===== config.mk =====
export PLATFORM = sky130hd
export DESIGN_NAME = adcsq_top
export DESIGN_NICKNAME = d
export VERILOG_FILES = /design/src/core/adcsq_pkg.sv /design/src/core/adcsq_top.sv /design/src/core/adcsq_tick.sv
export SDC_FILE = /design/constraint.sdc
export NUM_CORES = 1
export LEC_CHECK = 0
export BUFFER_PORTS_ARGS = -buffer_cell sky130_fd_sc_hd__buf_2
export CAP_MARGIN = 20
export CORE_UTILIZATION = 32
export CTS_CLUSTER_SIZE = 8
export DETAILED_ROUTE_END_ITERATION = 12
export GPL_TIMING_DRIVEN = 1
export SLEW_MARGIN = 10
export SYNTH_ARGS = -nofsm -noshare
export SYNTH_HDL_FRONTEND = slang
export SYNTH_HIERARCHICAL = 1
export SYNTH_SLANG_ARGS = --single-unit

===== constraint.sdc =====
create_clock -name i_clk_sys -period 3.7 [get_ports i_clk_sys]
set_clock_uncertainty 0.15 [all_clocks]
set_input_delay 0.74 -clock i_clk_sys [delete_from_list [all_inputs] [get_ports i_clk_sys]]
set_output_delay 0.74 -clock i_clk_sys [all_outputs]
set_load 0.05 [all_outputs]

===== src/core/adcsq_pkg.sv =====
// package of the conversion sequencer: offsets, reset values, counts, types
// assumes a 20 MHz core clock and 32-bit AXI4-Lite register access
package adcsq_pkg;

   // ----------------------------------------------------------------
   // timing
   // ----------------------------------------------------------------
   localparam int unsigned CLK_NS    = 50;
   localparam int unsigned INSTR_NS  = 200;
   localparam logic [3:0]  INSTR_CYC = 4'(INSTR_NS / CLK_NS);
   localparam logic [3:0]  OVH_TAD   = 4'h2;
   localparam logic [3:0]  LAST_TAD  = 4'h9;
   localparam logic [3:0]  REC_TAD   = 4'h2;
   localparam logic [4:0]  DIV2_TERM  = 5'h01;
   localparam logic [4:0]  DIV8_TERM  = 5'h07;
   localparam logic [4:0]  DIV32_TERM = 5'h1f;

   // ----------------------------------------------------------------
   // register map, byte addresses
   // ----------------------------------------------------------------
   localparam logic [7:0] OFS_CTRL   = 8'h00;
   localparam logic [7:0] OFS_PCFG   = 8'h04;
   localparam logic [7:0] OFS_RESULT = 8'h08;
   localparam logic [7:0] OFS_DIR    = 8'h0c;
   localparam logic [7:0] OFS_PORT   = 8'h10;
   localparam logic [7:0] OFS_IRQEN  = 8'h14;

   localparam logic [7:0] CTRL_RST  = 8'h00;
   localparam logic [1:0] PCFG_RST  = 2'h0;
   localparam logic [4:0] DIR_RST   = 5'h1f;
   localparam logic [4:0] PORT_RST  = 5'h00;
   localparam logic [1:0] CS_DIV2   = 2'h0;
   localparam logic [1:0] CS_DIV8   = 2'h1;
   localparam logic [1:0] CS_DIV32  = 2'h2;
   localparam logic [1:0] CS_RC     = 2'h3;
   localparam logic [1:0] RESP_OKAY = 2'h0;
   localparam logic [1:0] RESP_SLVERR = 2'h2;

   // ----------------------------------------------------------------
   // types
   // ----------------------------------------------------------------
   typedef struct packed {
      logic [1:0] clk_sel;
      logic       spare;
      logic [1:0] chan;
      logic       go;
      logic       done;
      logic       on;
   } adcsq_ctrl_t;

   typedef enum logic [1:0] {
      ST_ACQ = 2'b00,
      ST_DLY = 2'b01,
      ST_CNV = 2'b11,
      ST_REC = 2'b10
   } adcsq_state_t;

endpackage


===== src/core/adcsq_top.sv =====
// conversion sequencer around an 8-bit successive-approximation converter
// assumes a single 20 MHz clock, an AXI4-Lite master, and an analog front
// end that compares the sampled input with o_dac_code on i_cmp_above
`timescale 1ns/10ps

// Function
// - conversions run whatever the channel field and pin directions hold
// - port data read returns zero on every pin configured analog
// - clock select 00/01/10 gives 2/8/32 oscillator periods, 11 the rc clock
// - rc selection takes the bit period from the private rc oscillator
// - clearing start mid conversion aborts it and leaves the result untouched
// - after an abort wait two bit periods, then acquire the selected channel
// - completion loads result, clears start/busy and sets the done flag
// - conversion lasts two overhead bit periods plus one per resolved bit
// - a mid conversion rate change continues at the new rate
// - with rc selected, start waits one instruction cycle
// - rc conversions run through sleep; wake only if interrupt enabled
// - sleep with a divided clock aborts and powers down, on bit stays set
// - converter off means lowest current and no conversion activity
// - channel field routes analog input 0 to 3 to the sampler
// - after completion hold off sampling for two bit periods
// - reset turns the converter off and aborts; result not cleared
module adcsq_top (
   input  wire logic        i_clk_sys,
   input  wire logic        i_rst_n,
   input  wire logic        i_awvalid,
   output logic             o_awready,
   input  wire logic [7:0]  i_awaddr,
   input  wire logic        i_wvalid,
   output logic             o_wready,
   input  wire logic [31:0] i_wdata,
   input  wire logic [3:0]  i_wstrb,
   output logic             o_bvalid,
   input  wire logic        i_bready,
   output logic [1:0]       o_bresp,
   input  wire logic        i_arvalid,
   output logic             o_arready,
   input  wire logic [7:0]  i_araddr,
   output logic             o_rvalid,
   input  wire logic        i_rready,
   output logic [31:0]      o_rdata,
   output logic [1:0]       o_rresp,
   input  wire logic        i_sleep,
   output logic             o_wake,
   input  wire logic        i_rc_osc,
   input  wire logic        i_cmp_above,
   output logic [1:0]       o_channel,
   output logic             o_sample,
   output logic             o_powered,
   output logic             o_vref_ext,
   output logic [7:0]       o_dac_code,
   input  wire logic [4:0]  i_pin_in,
   output logic [4:0]       o_pin_out,
   output logic [4:0]       o_pin_oe
);

   // ----------------------------------------------------------------
   // decode functions
   // ----------------------------------------------------------------
   function automatic logic is_mapped(input logic [7:0] a);
      is_mapped = (a == adcsq_pkg::OFS_CTRL)   ||
                  (a == adcsq_pkg::OFS_PCFG)   ||
                  (a == adcsq_pkg::OFS_RESULT) ||
                  (a == adcsq_pkg::OFS_DIR)    ||
                  (a == adcsq_pkg::OFS_PORT)   ||
                  (a == adcsq_pkg::OFS_IRQEN);
   endfunction

   // analog pins per port configuration; ra3 as reference also reads 0
   function automatic logic [4:0] analog_mask(input logic [1:0] cfg);
      unique case (cfg)
         2'h0: analog_mask = 5'h0f;
         2'h1: analog_mask = 5'h0f;
         2'h2: analog_mask = 5'h00;
         2'h3: analog_mask = 5'h03;
      endcase
   endfunction

   // ----------------------------------------------------------------
   // state
   // ----------------------------------------------------------------
   adcsq_pkg::adcsq_ctrl_t  ctrl;
   adcsq_pkg::adcsq_ctrl_t  next_ctrl;
   adcsq_pkg::adcsq_state_t state;
   adcsq_pkg::adcsq_state_t next_state;
   logic [3:0]  cnt;
   logic [3:0]  next_cnt;
   logic [7:0]  sar;
   logic [7:0]  next_sar;
   logic [7:0]  result;
   logic [1:0]  pcfg;
   logic [4:0]  dir;
   logic [4:0]  port_lat;
   logic        irq_en;
   logic        bvalid;
   logic [1:0]  bresp;
   logic        rvalid;
   logic [31:0] rdata;
   logic [1:0]  rresp;
   logic [4:0]  pin_s1;
   logic [4:0]  pin_s2;
   logic [1:0]  cmp_s;
   logic [2:0]  rc_s;
   logic        restart;
   logic        complete;
   logic        abort;
   logic        halt;
   logic        tick;

   // ----------------------------------------------------------------
   // pin synchronisers
   // ----------------------------------------------------------------
   always_ff @(posedge i_clk_sys or negedge i_rst_n) begin
      if (!i_rst_n) begin
         pin_s1 <= 5'h00;
         pin_s2 <= 5'h00;
         cmp_s  <= 2'h0;
         rc_s   <= 3'h0;
      end else begin
         pin_s1 <= i_pin_in;
         pin_s2 <= pin_s1;
         cmp_s  <= {cmp_s[0], i_cmp_above};
         rc_s   <= {rc_s[1:0], i_rc_osc};
      end
   end

   wire rc_rise = rc_s[1] & ~rc_s[2];
   wire cmp_hi  = cmp_s[1];

   // ----------------------------------------------------------------
   // bus decode
   // ----------------------------------------------------------------
   wire wr_take  = i_awvalid & i_wvalid & ~bvalid;
   wire wr_map   = is_mapped(i_awaddr);
   wire wr_en    = wr_take & wr_map & i_wstrb[0];
   wire wr_ctrl  = wr_en & (i_awaddr == adcsq_pkg::OFS_CTRL);
   wire wr_pcfg  = wr_en & (i_awaddr == adcsq_pkg::OFS_PCFG);
   wire wr_res   = wr_en & (i_awaddr == adcsq_pkg::OFS_RESULT);
   wire wr_dir   = wr_en & (i_awaddr == adcsq_pkg::OFS_DIR);
   wire wr_port  = wr_en & (i_awaddr == adcsq_pkg::OFS_PORT);
   wire wr_irq   = wr_en & (i_awaddr == adcsq_pkg::OFS_IRQEN);
   wire rd_take  = i_arvalid & ~rvalid;
   wire rd_map   = is_mapped(i_araddr);
   wire [4:0] port_view = pin_s2 & ~analog_mask(pcfg);
   wire [7:0] wbyte = i_wdata[7:0];

   wire [31:0] rd_word =
      (i_araddr == adcsq_pkg::OFS_CTRL)   ? {24'h000000, ctrl} :
      (i_araddr == adcsq_pkg::OFS_PCFG)   ? {30'h00000000, pcfg} :
      (i_araddr == adcsq_pkg::OFS_RESULT) ? {24'h000000, result} :
      (i_araddr == adcsq_pkg::OFS_DIR)    ? {27'h0000000, dir} :
      (i_araddr == adcsq_pkg::OFS_PORT)   ? {27'h0000000, port_view} :
      (i_araddr == adcsq_pkg::OFS_IRQEN)  ? {31'h00000000, irq_en} :
      32'h00000000;

   assign o_awready = wr_take;
   assign o_wready  = wr_take;
   assign o_bvalid  = bvalid;
   assign o_bresp   = bresp;
   assign o_arready = ~rvalid;
   assign o_rvalid  = rvalid;
   assign o_rdata   = rdata;
   assign o_rresp   = rresp;

   always_ff @(posedge i_clk_sys or negedge i_rst_n) begin
      if (!i_rst_n) begin
         bvalid <= 1'b0;
         bresp  <= adcsq_pkg::RESP_OKAY;
         rvalid <= 1'b0;
         rdata  <= 32'h00000000;
         rresp  <= adcsq_pkg::RESP_OKAY;
      end else begin
         if (wr_take) begin
            bvalid <= 1'b1;
            bresp  <= wr_map ? adcsq_pkg::RESP_OKAY : adcsq_pkg::RESP_SLVERR;
         end else if (i_bready) begin
            bvalid <= 1'b0;
         end
         if (rd_take) begin
            rvalid <= 1'b1;
            rdata  <= rd_word;
            rresp  <= rd_map ? adcsq_pkg::RESP_OKAY : adcsq_pkg::RESP_SLVERR;
         end else if (i_rready) begin
            rvalid <= 1'b0;
         end
      end
   end

   // ----------------------------------------------------------------
   // sequencer
   // ----------------------------------------------------------------
   wire rc_sel  = (ctrl.clk_sel == adcsq_pkg::CS_RC);
   // with a divided clock, sleep powers the converter down
   wire powered = ctrl.on & ~(i_sleep & ~rc_sel);
   wire busy    = (state == adcsq_pkg::ST_DLY) | (state == adcsq_pkg::ST_CNV);
   wire resolve = (cnt >= adcsq_pkg::OVH_TAD);
   wire [7:0] trial = (state == adcsq_pkg::ST_CNV && resolve) ?
                      (8'h80 >> (cnt - adcsq_pkg::OVH_TAD)) : 8'h00;
   wire [7:0] resolved = cmp_hi ? (sar | trial) : sar;

   adcsq_tick u_tick (
      .i_clk_sys (i_clk_sys),
      .i_rst_n   (i_rst_n),
      .i_sel     (ctrl.clk_sel),
      .i_restart (restart),
      .i_rc_rise (rc_rise),
      .o_tick    (tick)
   );

   always_comb begin
      next_state = state;
      next_cnt   = cnt;
      next_sar   = sar;
      restart    = 1'b0;
      complete   = 1'b0;
      abort      = 1'b0;
      halt       = 1'b0;
      unique case (state)
         adcsq_pkg::ST_ACQ: begin
            // neither the channel nor pin directions gate a start
            if (powered && ctrl.go) begin
               next_cnt = 4'h0;
               next_sar = 8'h00;
               if (rc_sel) begin
                  next_state = adcsq_pkg::ST_DLY;
               end else begin
                  next_state = adcsq_pkg::ST_CNV;
                  restart    = 1'b1;
               end
            end
         end
         adcsq_pkg::ST_DLY: begin
            next_cnt = cnt + 4'h1;
            if (cnt == adcsq_pkg::INSTR_CYC - 4'h1) begin
               next_state = adcsq_pkg::ST_CNV;
               next_cnt   = 4'h0;
               restart    = 1'b1;
            end
         end
         adcsq_pkg::ST_CNV: begin
            if (tick) begin
               next_cnt = cnt + 4'h1;
               next_sar = resolved;
               if (cnt == adcsq_pkg::LAST_TAD) begin
                  complete   = 1'b1;
                  next_state = adcsq_pkg::ST_REC;
                  next_cnt   = 4'h0;
                  restart    = 1'b1;
               end
            end
         end
         adcsq_pkg::ST_REC: begin
            if (tick) begin
               next_cnt = cnt + 4'h1;
               if (cnt == adcsq_pkg::REC_TAD - 4'h1) begin
                  next_state = adcsq_pkg::ST_ACQ;
                  next_cnt   = 4'h0;
               end
            end
         end
      endcase
      if (!powered && state != adcsq_pkg::ST_ACQ) begin
         halt       = busy;
         complete   = 1'b0;
         next_state = adcsq_pkg::ST_ACQ;
         next_cnt   = 4'h0;
      end else if (busy && !ctrl.go) begin
         abort      = 1'b1;
         complete   = 1'b0;
         next_state = adcsq_pkg::ST_REC;
         next_cnt   = 4'h0;
         restart    = 1'b1;
      end
   end

   always_comb begin
      next_ctrl = ctrl;
      if (wr_ctrl) begin
         next_ctrl      = adcsq_pkg::adcsq_ctrl_t'(wbyte);
         // start only counts once the converter was already on
         next_ctrl.go   = wbyte[2] & ctrl.on;
      end
      if (complete || halt) begin
         next_ctrl.go   = 1'b0;
      end
      if (complete) begin
         next_ctrl.done = 1'b1;
      end
   end

   always_ff @(posedge i_clk_sys or negedge i_rst_n) begin
      if (!i_rst_n) begin
         state <= adcsq_pkg::ST_ACQ;
         cnt   <= 4'h0;
         sar   <= 8'h00;
         ctrl  <= adcsq_pkg::adcsq_ctrl_t'(adcsq_pkg::CTRL_RST);
      end else begin
         state <= next_state;
         cnt   <= next_cnt;
         sar   <= next_sar;
         ctrl  <= next_ctrl;
      end
   end

   // no reset: power-on leaves the result undefined
   always_ff @(posedge i_clk_sys) begin
      if (complete) begin
         result <= resolved;
      end else if (wr_res) begin
         result <= wbyte;
      end
   end

   // ----------------------------------------------------------------
   // port and configuration registers
   // ----------------------------------------------------------------
   always_ff @(posedge i_clk_sys or negedge i_rst_n) begin
      if (!i_rst_n) begin
         pcfg     <= adcsq_pkg::PCFG_RST;
         dir      <= adcsq_pkg::DIR_RST;
         port_lat <= adcsq_pkg::PORT_RST;
         irq_en   <= 1'b0;
      end else begin
         if (wr_pcfg) begin
            pcfg <= wbyte[1:0];
         end
         if (wr_dir) begin
            dir <= wbyte[4:0];
         end
         if (wr_port) begin
            port_lat <= wbyte[4:0];
         end
         if (wr_irq) begin
            irq_en <= wbyte[0];
         end
      end
   end

   // ----------------------------------------------------------------
   // outputs
   // ----------------------------------------------------------------
   assign o_channel  = ctrl.chan;
   // the capacitor stays off the channel while recovering
   assign o_sample   = powered & (state == adcsq_pkg::ST_ACQ);
   assign o_powered  = powered;
   assign o_vref_ext = (pcfg == 2'h1);
   assign o_dac_code = sar | trial;
   // wake is a level; the core decides whether it is asleep
   assign o_wake     = ctrl.done & irq_en;
   assign o_pin_out  = port_lat;
   assign o_pin_oe   = ~dir;

   // ----------------------------------------------------------------
   // checks
   // ----------------------------------------------------------------
   done_sets_a: assert property (@(posedge i_clk_sys) disable iff (!i_rst_n)
      complete |=> ctrl.done && !ctrl.go && state == adcsq_pkg::ST_REC)
      else $error("completion did not set flag");

   abort_keeps_a: assert property (@(posedge i_clk_sys) disable iff (!i_rst_n)
      (abort && !wr_res) |=> $stable(result))
      else $error("abort changed the result");

   abort_wait_a: assert property (@(posedge i_clk_sys) disable iff (!i_rst_n)
      (abort && powered) |=> state == adcsq_pkg::ST_REC && cnt == 4'h0)
      else $error("abort skipped recovery");

   rec_hold_a: assert property (@(posedge i_clk_sys) disable iff (!i_rst_n)
      (state == adcsq_pkg::ST_REC && cnt == 4'h0 && tick && powered) |=>
      state == adcsq_pkg::ST_REC && !o_sample)
      else $error("recovery shorter than two periods");

   off_quiet_a: assert property (@(posedge i_clk_sys) disable iff (!i_rst_n)
      !ctrl.on |-> !o_sample && !o_powered && !complete)
      else $error("converter active while off");

   port_mask_a: assert property (@(posedge i_clk_sys) disable iff (!i_rst_n)
      (rd_take && i_araddr == adcsq_pkg::OFS_PORT) |=>
      (o_rdata[4:0] & analog_mask(pcfg)) == 5'h00)
      else $error("analog pin read as one");

   sleep_kill_a: assert property (@(posedge i_clk_sys) disable iff (!i_rst_n)
      (busy && i_sleep && !rc_sel && ctrl.on && !wr_ctrl) |=>
      state == adcsq_pkg::ST_ACQ && ctrl.on && !ctrl.go)
      else $error("sleep did not abort");

   rc_delay_a: assert property (@(posedge i_clk_sys) disable iff (!i_rst_n)
      (state == adcsq_pkg::ST_ACQ && ctrl.go && powered && rc_sel) |=>
      state == adcsq_pkg::ST_DLY)
      else $error("rc start not delayed");

   conv_len_a: assert property (@(posedge i_clk_sys) disable iff (!i_rst_n)
      complete |-> cnt == adcsq_pkg::LAST_TAD && tick)
      else $error("conversion length wrong");

endmodule


===== src/core/adcsq_tick.sv =====
// bit-period generator of the conversion sequencer
// assumes the rc edge input is already synchronised to i_clk_sys
`timescale 1ns/10ps
module adcsq_tick (
   input  wire logic       i_clk_sys,
   input  wire logic       i_rst_n,
   input  wire logic [1:0] i_sel,
   input  wire logic       i_restart,
   input  wire logic       i_rc_rise,
   output logic            o_tick
);

   logic [4:0] cnt;
   logic [4:0] term;
   logic       div_hit;

   // ----------------------------------------------------------------
   // divider
   // ----------------------------------------------------------------
   // the divisor follows the select at once, so a rate change mid
   // conversion simply continues at the new rate
   assign term = (i_sel == adcsq_pkg::CS_DIV2) ? adcsq_pkg::DIV2_TERM :
                 (i_sel == adcsq_pkg::CS_DIV8) ? adcsq_pkg::DIV8_TERM :
                 adcsq_pkg::DIV32_TERM;
   assign div_hit = (cnt == term);
   assign o_tick  = (i_sel == adcsq_pkg::CS_RC) ? i_rc_rise :
                    div_hit;

   always_ff @(posedge i_clk_sys or negedge i_rst_n) begin
      if (!i_rst_n) begin
         cnt <= 5'h00;
      end else if (i_restart || div_hit) begin
         cnt <= 5'h00;
      end else begin
         cnt <= cnt + 5'h01;
      end
   end

   div2_rate_a: assert property (@(posedge i_clk_sys) disable iff (!i_rst_n)
      (o_tick && i_sel == adcsq_pkg::CS_DIV2) ##1
      (i_sel == adcsq_pkg::CS_DIV2 && !i_restart) ##1
      (i_sel == adcsq_pkg::CS_DIV2) |-> o_tick)
      else $error("divide by two tick missing");

   div2_gap_a: assert property (@(posedge i_clk_sys) disable iff (!i_rst_n)
      (o_tick && i_sel == 2'h0 && !i_restart) |=> !o_tick)
      else $error("divide by two tick too early");

endmodule


==> metrics <==
register area 1923 µm²; min cycle time layout 3334 ps; M1 GR Usage 0.2128; DRC 0; Pwr Density 448.7 nW/µm²; clock buffer depth 2; worst vdd ir ~0.28 mV; type of destination of the critical path output port; share of layout cells above drive strength 1 0.3113; Skew-Pair Late Insertion Delay roughly 340 ps; CTS tree done; Via Count between 3,000 and 4,000; Setup CP Type reg -> out; GR Util met3 0.03176; area delta synth->final 19.61%; postcts setup bufs 0; largest family of logic cells by synthesized area simple AND/OR/NAND/NOR gates; synth warn 6; largest net degree at the start of global routing 43; H-tree depth 3; Cell variety after synth 68; CP startpoint kind flip-flop; IO buf count 78; final setup fails 0; Cell Area, Synth 4039 µm²; WL final 9721 µm; Final period util 0.9010; WP buf/inv 2; I/O pins between 100 and 150; Crit path max-delay family simple AND/OR/NAND/NOR gates; total clock buffers created by CTS 9; Post-synth top flop dfrtp_1; Nets 538; post-cts sizing count 0; multiplexer area fraction after synthesis 0.06629; Worst path max stage delay 510 ps; measured slew at the worst slew-check pin 969.6 ps; busiest grt layer met2; row cnt 40; grt ovf 0; Async S/R FF share, synth 0.8933; pre-CTS setup slack 572.3 ps; synthesized instance count approximately 390; Leakage Power roughly 2.2 nW; top cells by area, synth dfrtp_1 (38%), edfxtp_1 (5.9%), mux2_2 (5.6%); Final ANT Viol Nets 0; crit-path cells inv_1, ha_1, or2_2, o21ai_0, and2_1, a31o_2, buf_2; Synth top area share 0.3841; CTS root buf clkbuf_16; Hold Fails Final Rpt 0; clk sinks 75; setup TNS 0 ps; RD Place Congestion 0.8545; post-DP HPWL 7148 µm; core region area 12,160 µm²; first drt pass iteration count 4; first-pass GRT wire length between 15,000 and 20,000 µm; Die ar. 13,070 µm²; Seq cells post-synth 75; Initial Utilization 0.3321; Post-Synth XOR/XNOR Area 0.004337; initial antenna violation count 0; vias in the first global route between 3,000 and 4,000; Max Cap Violations 0; fill count 1,205; Avg Cell Area, Syn 10.33 µm²; Max Slew Vio Count 0; Synth Area in Compound Gates 0.1592; commonest non-fill, non-tap cells in the layout buf_2 (78), dfrtp_1 (62), nand2_1 (28); Max Freq 0.3000 GHz; unrepaired setup endpoints after global routing no; Die Y 114.3 µm; WL/cell 15.26 µm; Hold WC Path Type reg -> reg; simple-gate share of the synthesized area 0.1806; Worst Path Max Fanout 9; GRT Total Usage 0.1569; footprint of the multi-input gates 1843 µm²; worst endpoint required time 2810 ps; starting DRC count in detailed routing 206; slowest CP cell dfrtp_1; EDFF count, synth 8; sequential area share after synthesis 0.4761; chip width 114.3 µm; adder-cell share of the synthesized area 0.02169; global-route track usage on met2 0.2493; Final WS setup 366.4 ps; hold buffers post-CTS 0; Rel. slew slack 0.3536; Critical Path AT 2440 ps; Via density between 5 and 6; n_diodes 0; Worst-path clk slew 60 ps; run status completed; commonest non-fill, non-tap cell in the layout buf_2; Synth area leader dfrtp_1
## layout make-up
cell class | instances | share of cell area
inverters | 21 | 0.01632
repair buffers | 84 | 0.09013
clock buffers | 10 | 0.04740
flip-flops and latches | 75 | 0.3981
multi-input cells | 273 | 0.3815
clock inverters | 6 | 0.02305
well taps | 168 | 0.04351
## path summary, 6_finish.rpt
kind,slack (ps),cells past startpoint,end,from
max in group asynchronous,2230,2,o_rresp[1],i_rst_n
worst max-delay path,370,7,o_dac_code[4],cnt[2]
worst min-delay path,200,0,cmp_s[1],cmp_s[0]
worst max register to register,560,7,result[2],ctrl[7]
min in group asynchronous,420,1,pcfg[1],i_rst_n
worst min register to register,200,0,cmp_s[1],cmp_s[0]
## through the flow
step                hold slack [ps]  instance area [µm²]  total power, mW  std cells    util
CTS                           200.8                 4831            2.189        637  0.3972
global route                  200.9                 4831            2.239        637  0.3972
detailed placement            187.9                 4491            1.174        621  0.3692
global placement              184.3                 4491            1.167        621  0.3692
finish                        198.7                 4831            2.168        637  0.3972
floorplan                     181.2                 4133            1.115        416       -
## power by group
part / switching, mW / leakage [nW] / internal, mW
Combinational: 0.176 / 1.11 / 0.0690
Clock: 0.348 / 0.165 / 0.660
Sequential: 0.0445 / 0.896 / 0.870
Total: 0.569 / 2.17 / 1.60
## cell usage after synthesis (3+ instances only)
| library cell | n |
|---|---|
| a22oi_1 | 4 |
| dfstp_2 | 5 |
| a22o_1 | 3 |
| nor3_1 | 8 |
| nor2b_1 | 7 |
| o21ai_0 | 16 |
| nand2b_1 | 8 |
| a211oi_1 | 4 |
| o31ai_1 | 5 |
| inv_1 | 21 |
| o211ai_1 | 3 |
| mux2_2 | 20 |
| nand2_1 | 28 |
| and4_1 | 3 |
| buf_4 | 29 |
| and2_1 | 4 |
| clkbuf_1 | 14 |
| nor2_1 | 13 |
| or4_1 | 4 |
| a31o_2 | 9 |
| a41oi_1 | 6 |
| ha_1 | 7 |
| dfrtp_1 | 62 |
| nand4_1 | 10 |
| nand4b_1 | 3 |
| a31oi_1 | 6 |
| a21oi_1 | 20 |
| nand3_1 | 9 |
| edfxtp_1 | 8 |
## logic make-up (layout without fill, tap and decap cells)
family | count (synthesis) | after routing
AO/OA/AOI/OAI | 93 | 93
XOR/XNOR | 2 | 2
adder cells (fa/ha/maj) | 7 | 7
buffers and inverters | 68 | 121
flip-flops | 75 | 75
multiplexers | 23 | 23
other | 1 | 26
AND/OR/NAND/NOR | 122 | 122
## state kept, by name, indices dropped and copies added, names as in the netlist, 2 cells and up
name        cells
state           2
o_channel       2
pin_s2          5
o_rdata         8
pcfg            2
dir             5
cnt             4
sar             8
o_pin_out       5
u_tick/cnt      5
result          8
rc_s            3
pin_s1          5
ctrl            6
cmp_s           2
## layer usage
metal	vias up	wire [µm]
met3	12	485
met4	0	133
met5	-	0
met1	1574	4584
li1	1537	-
met2	106	4516
(Power assumes the default switching activity.)
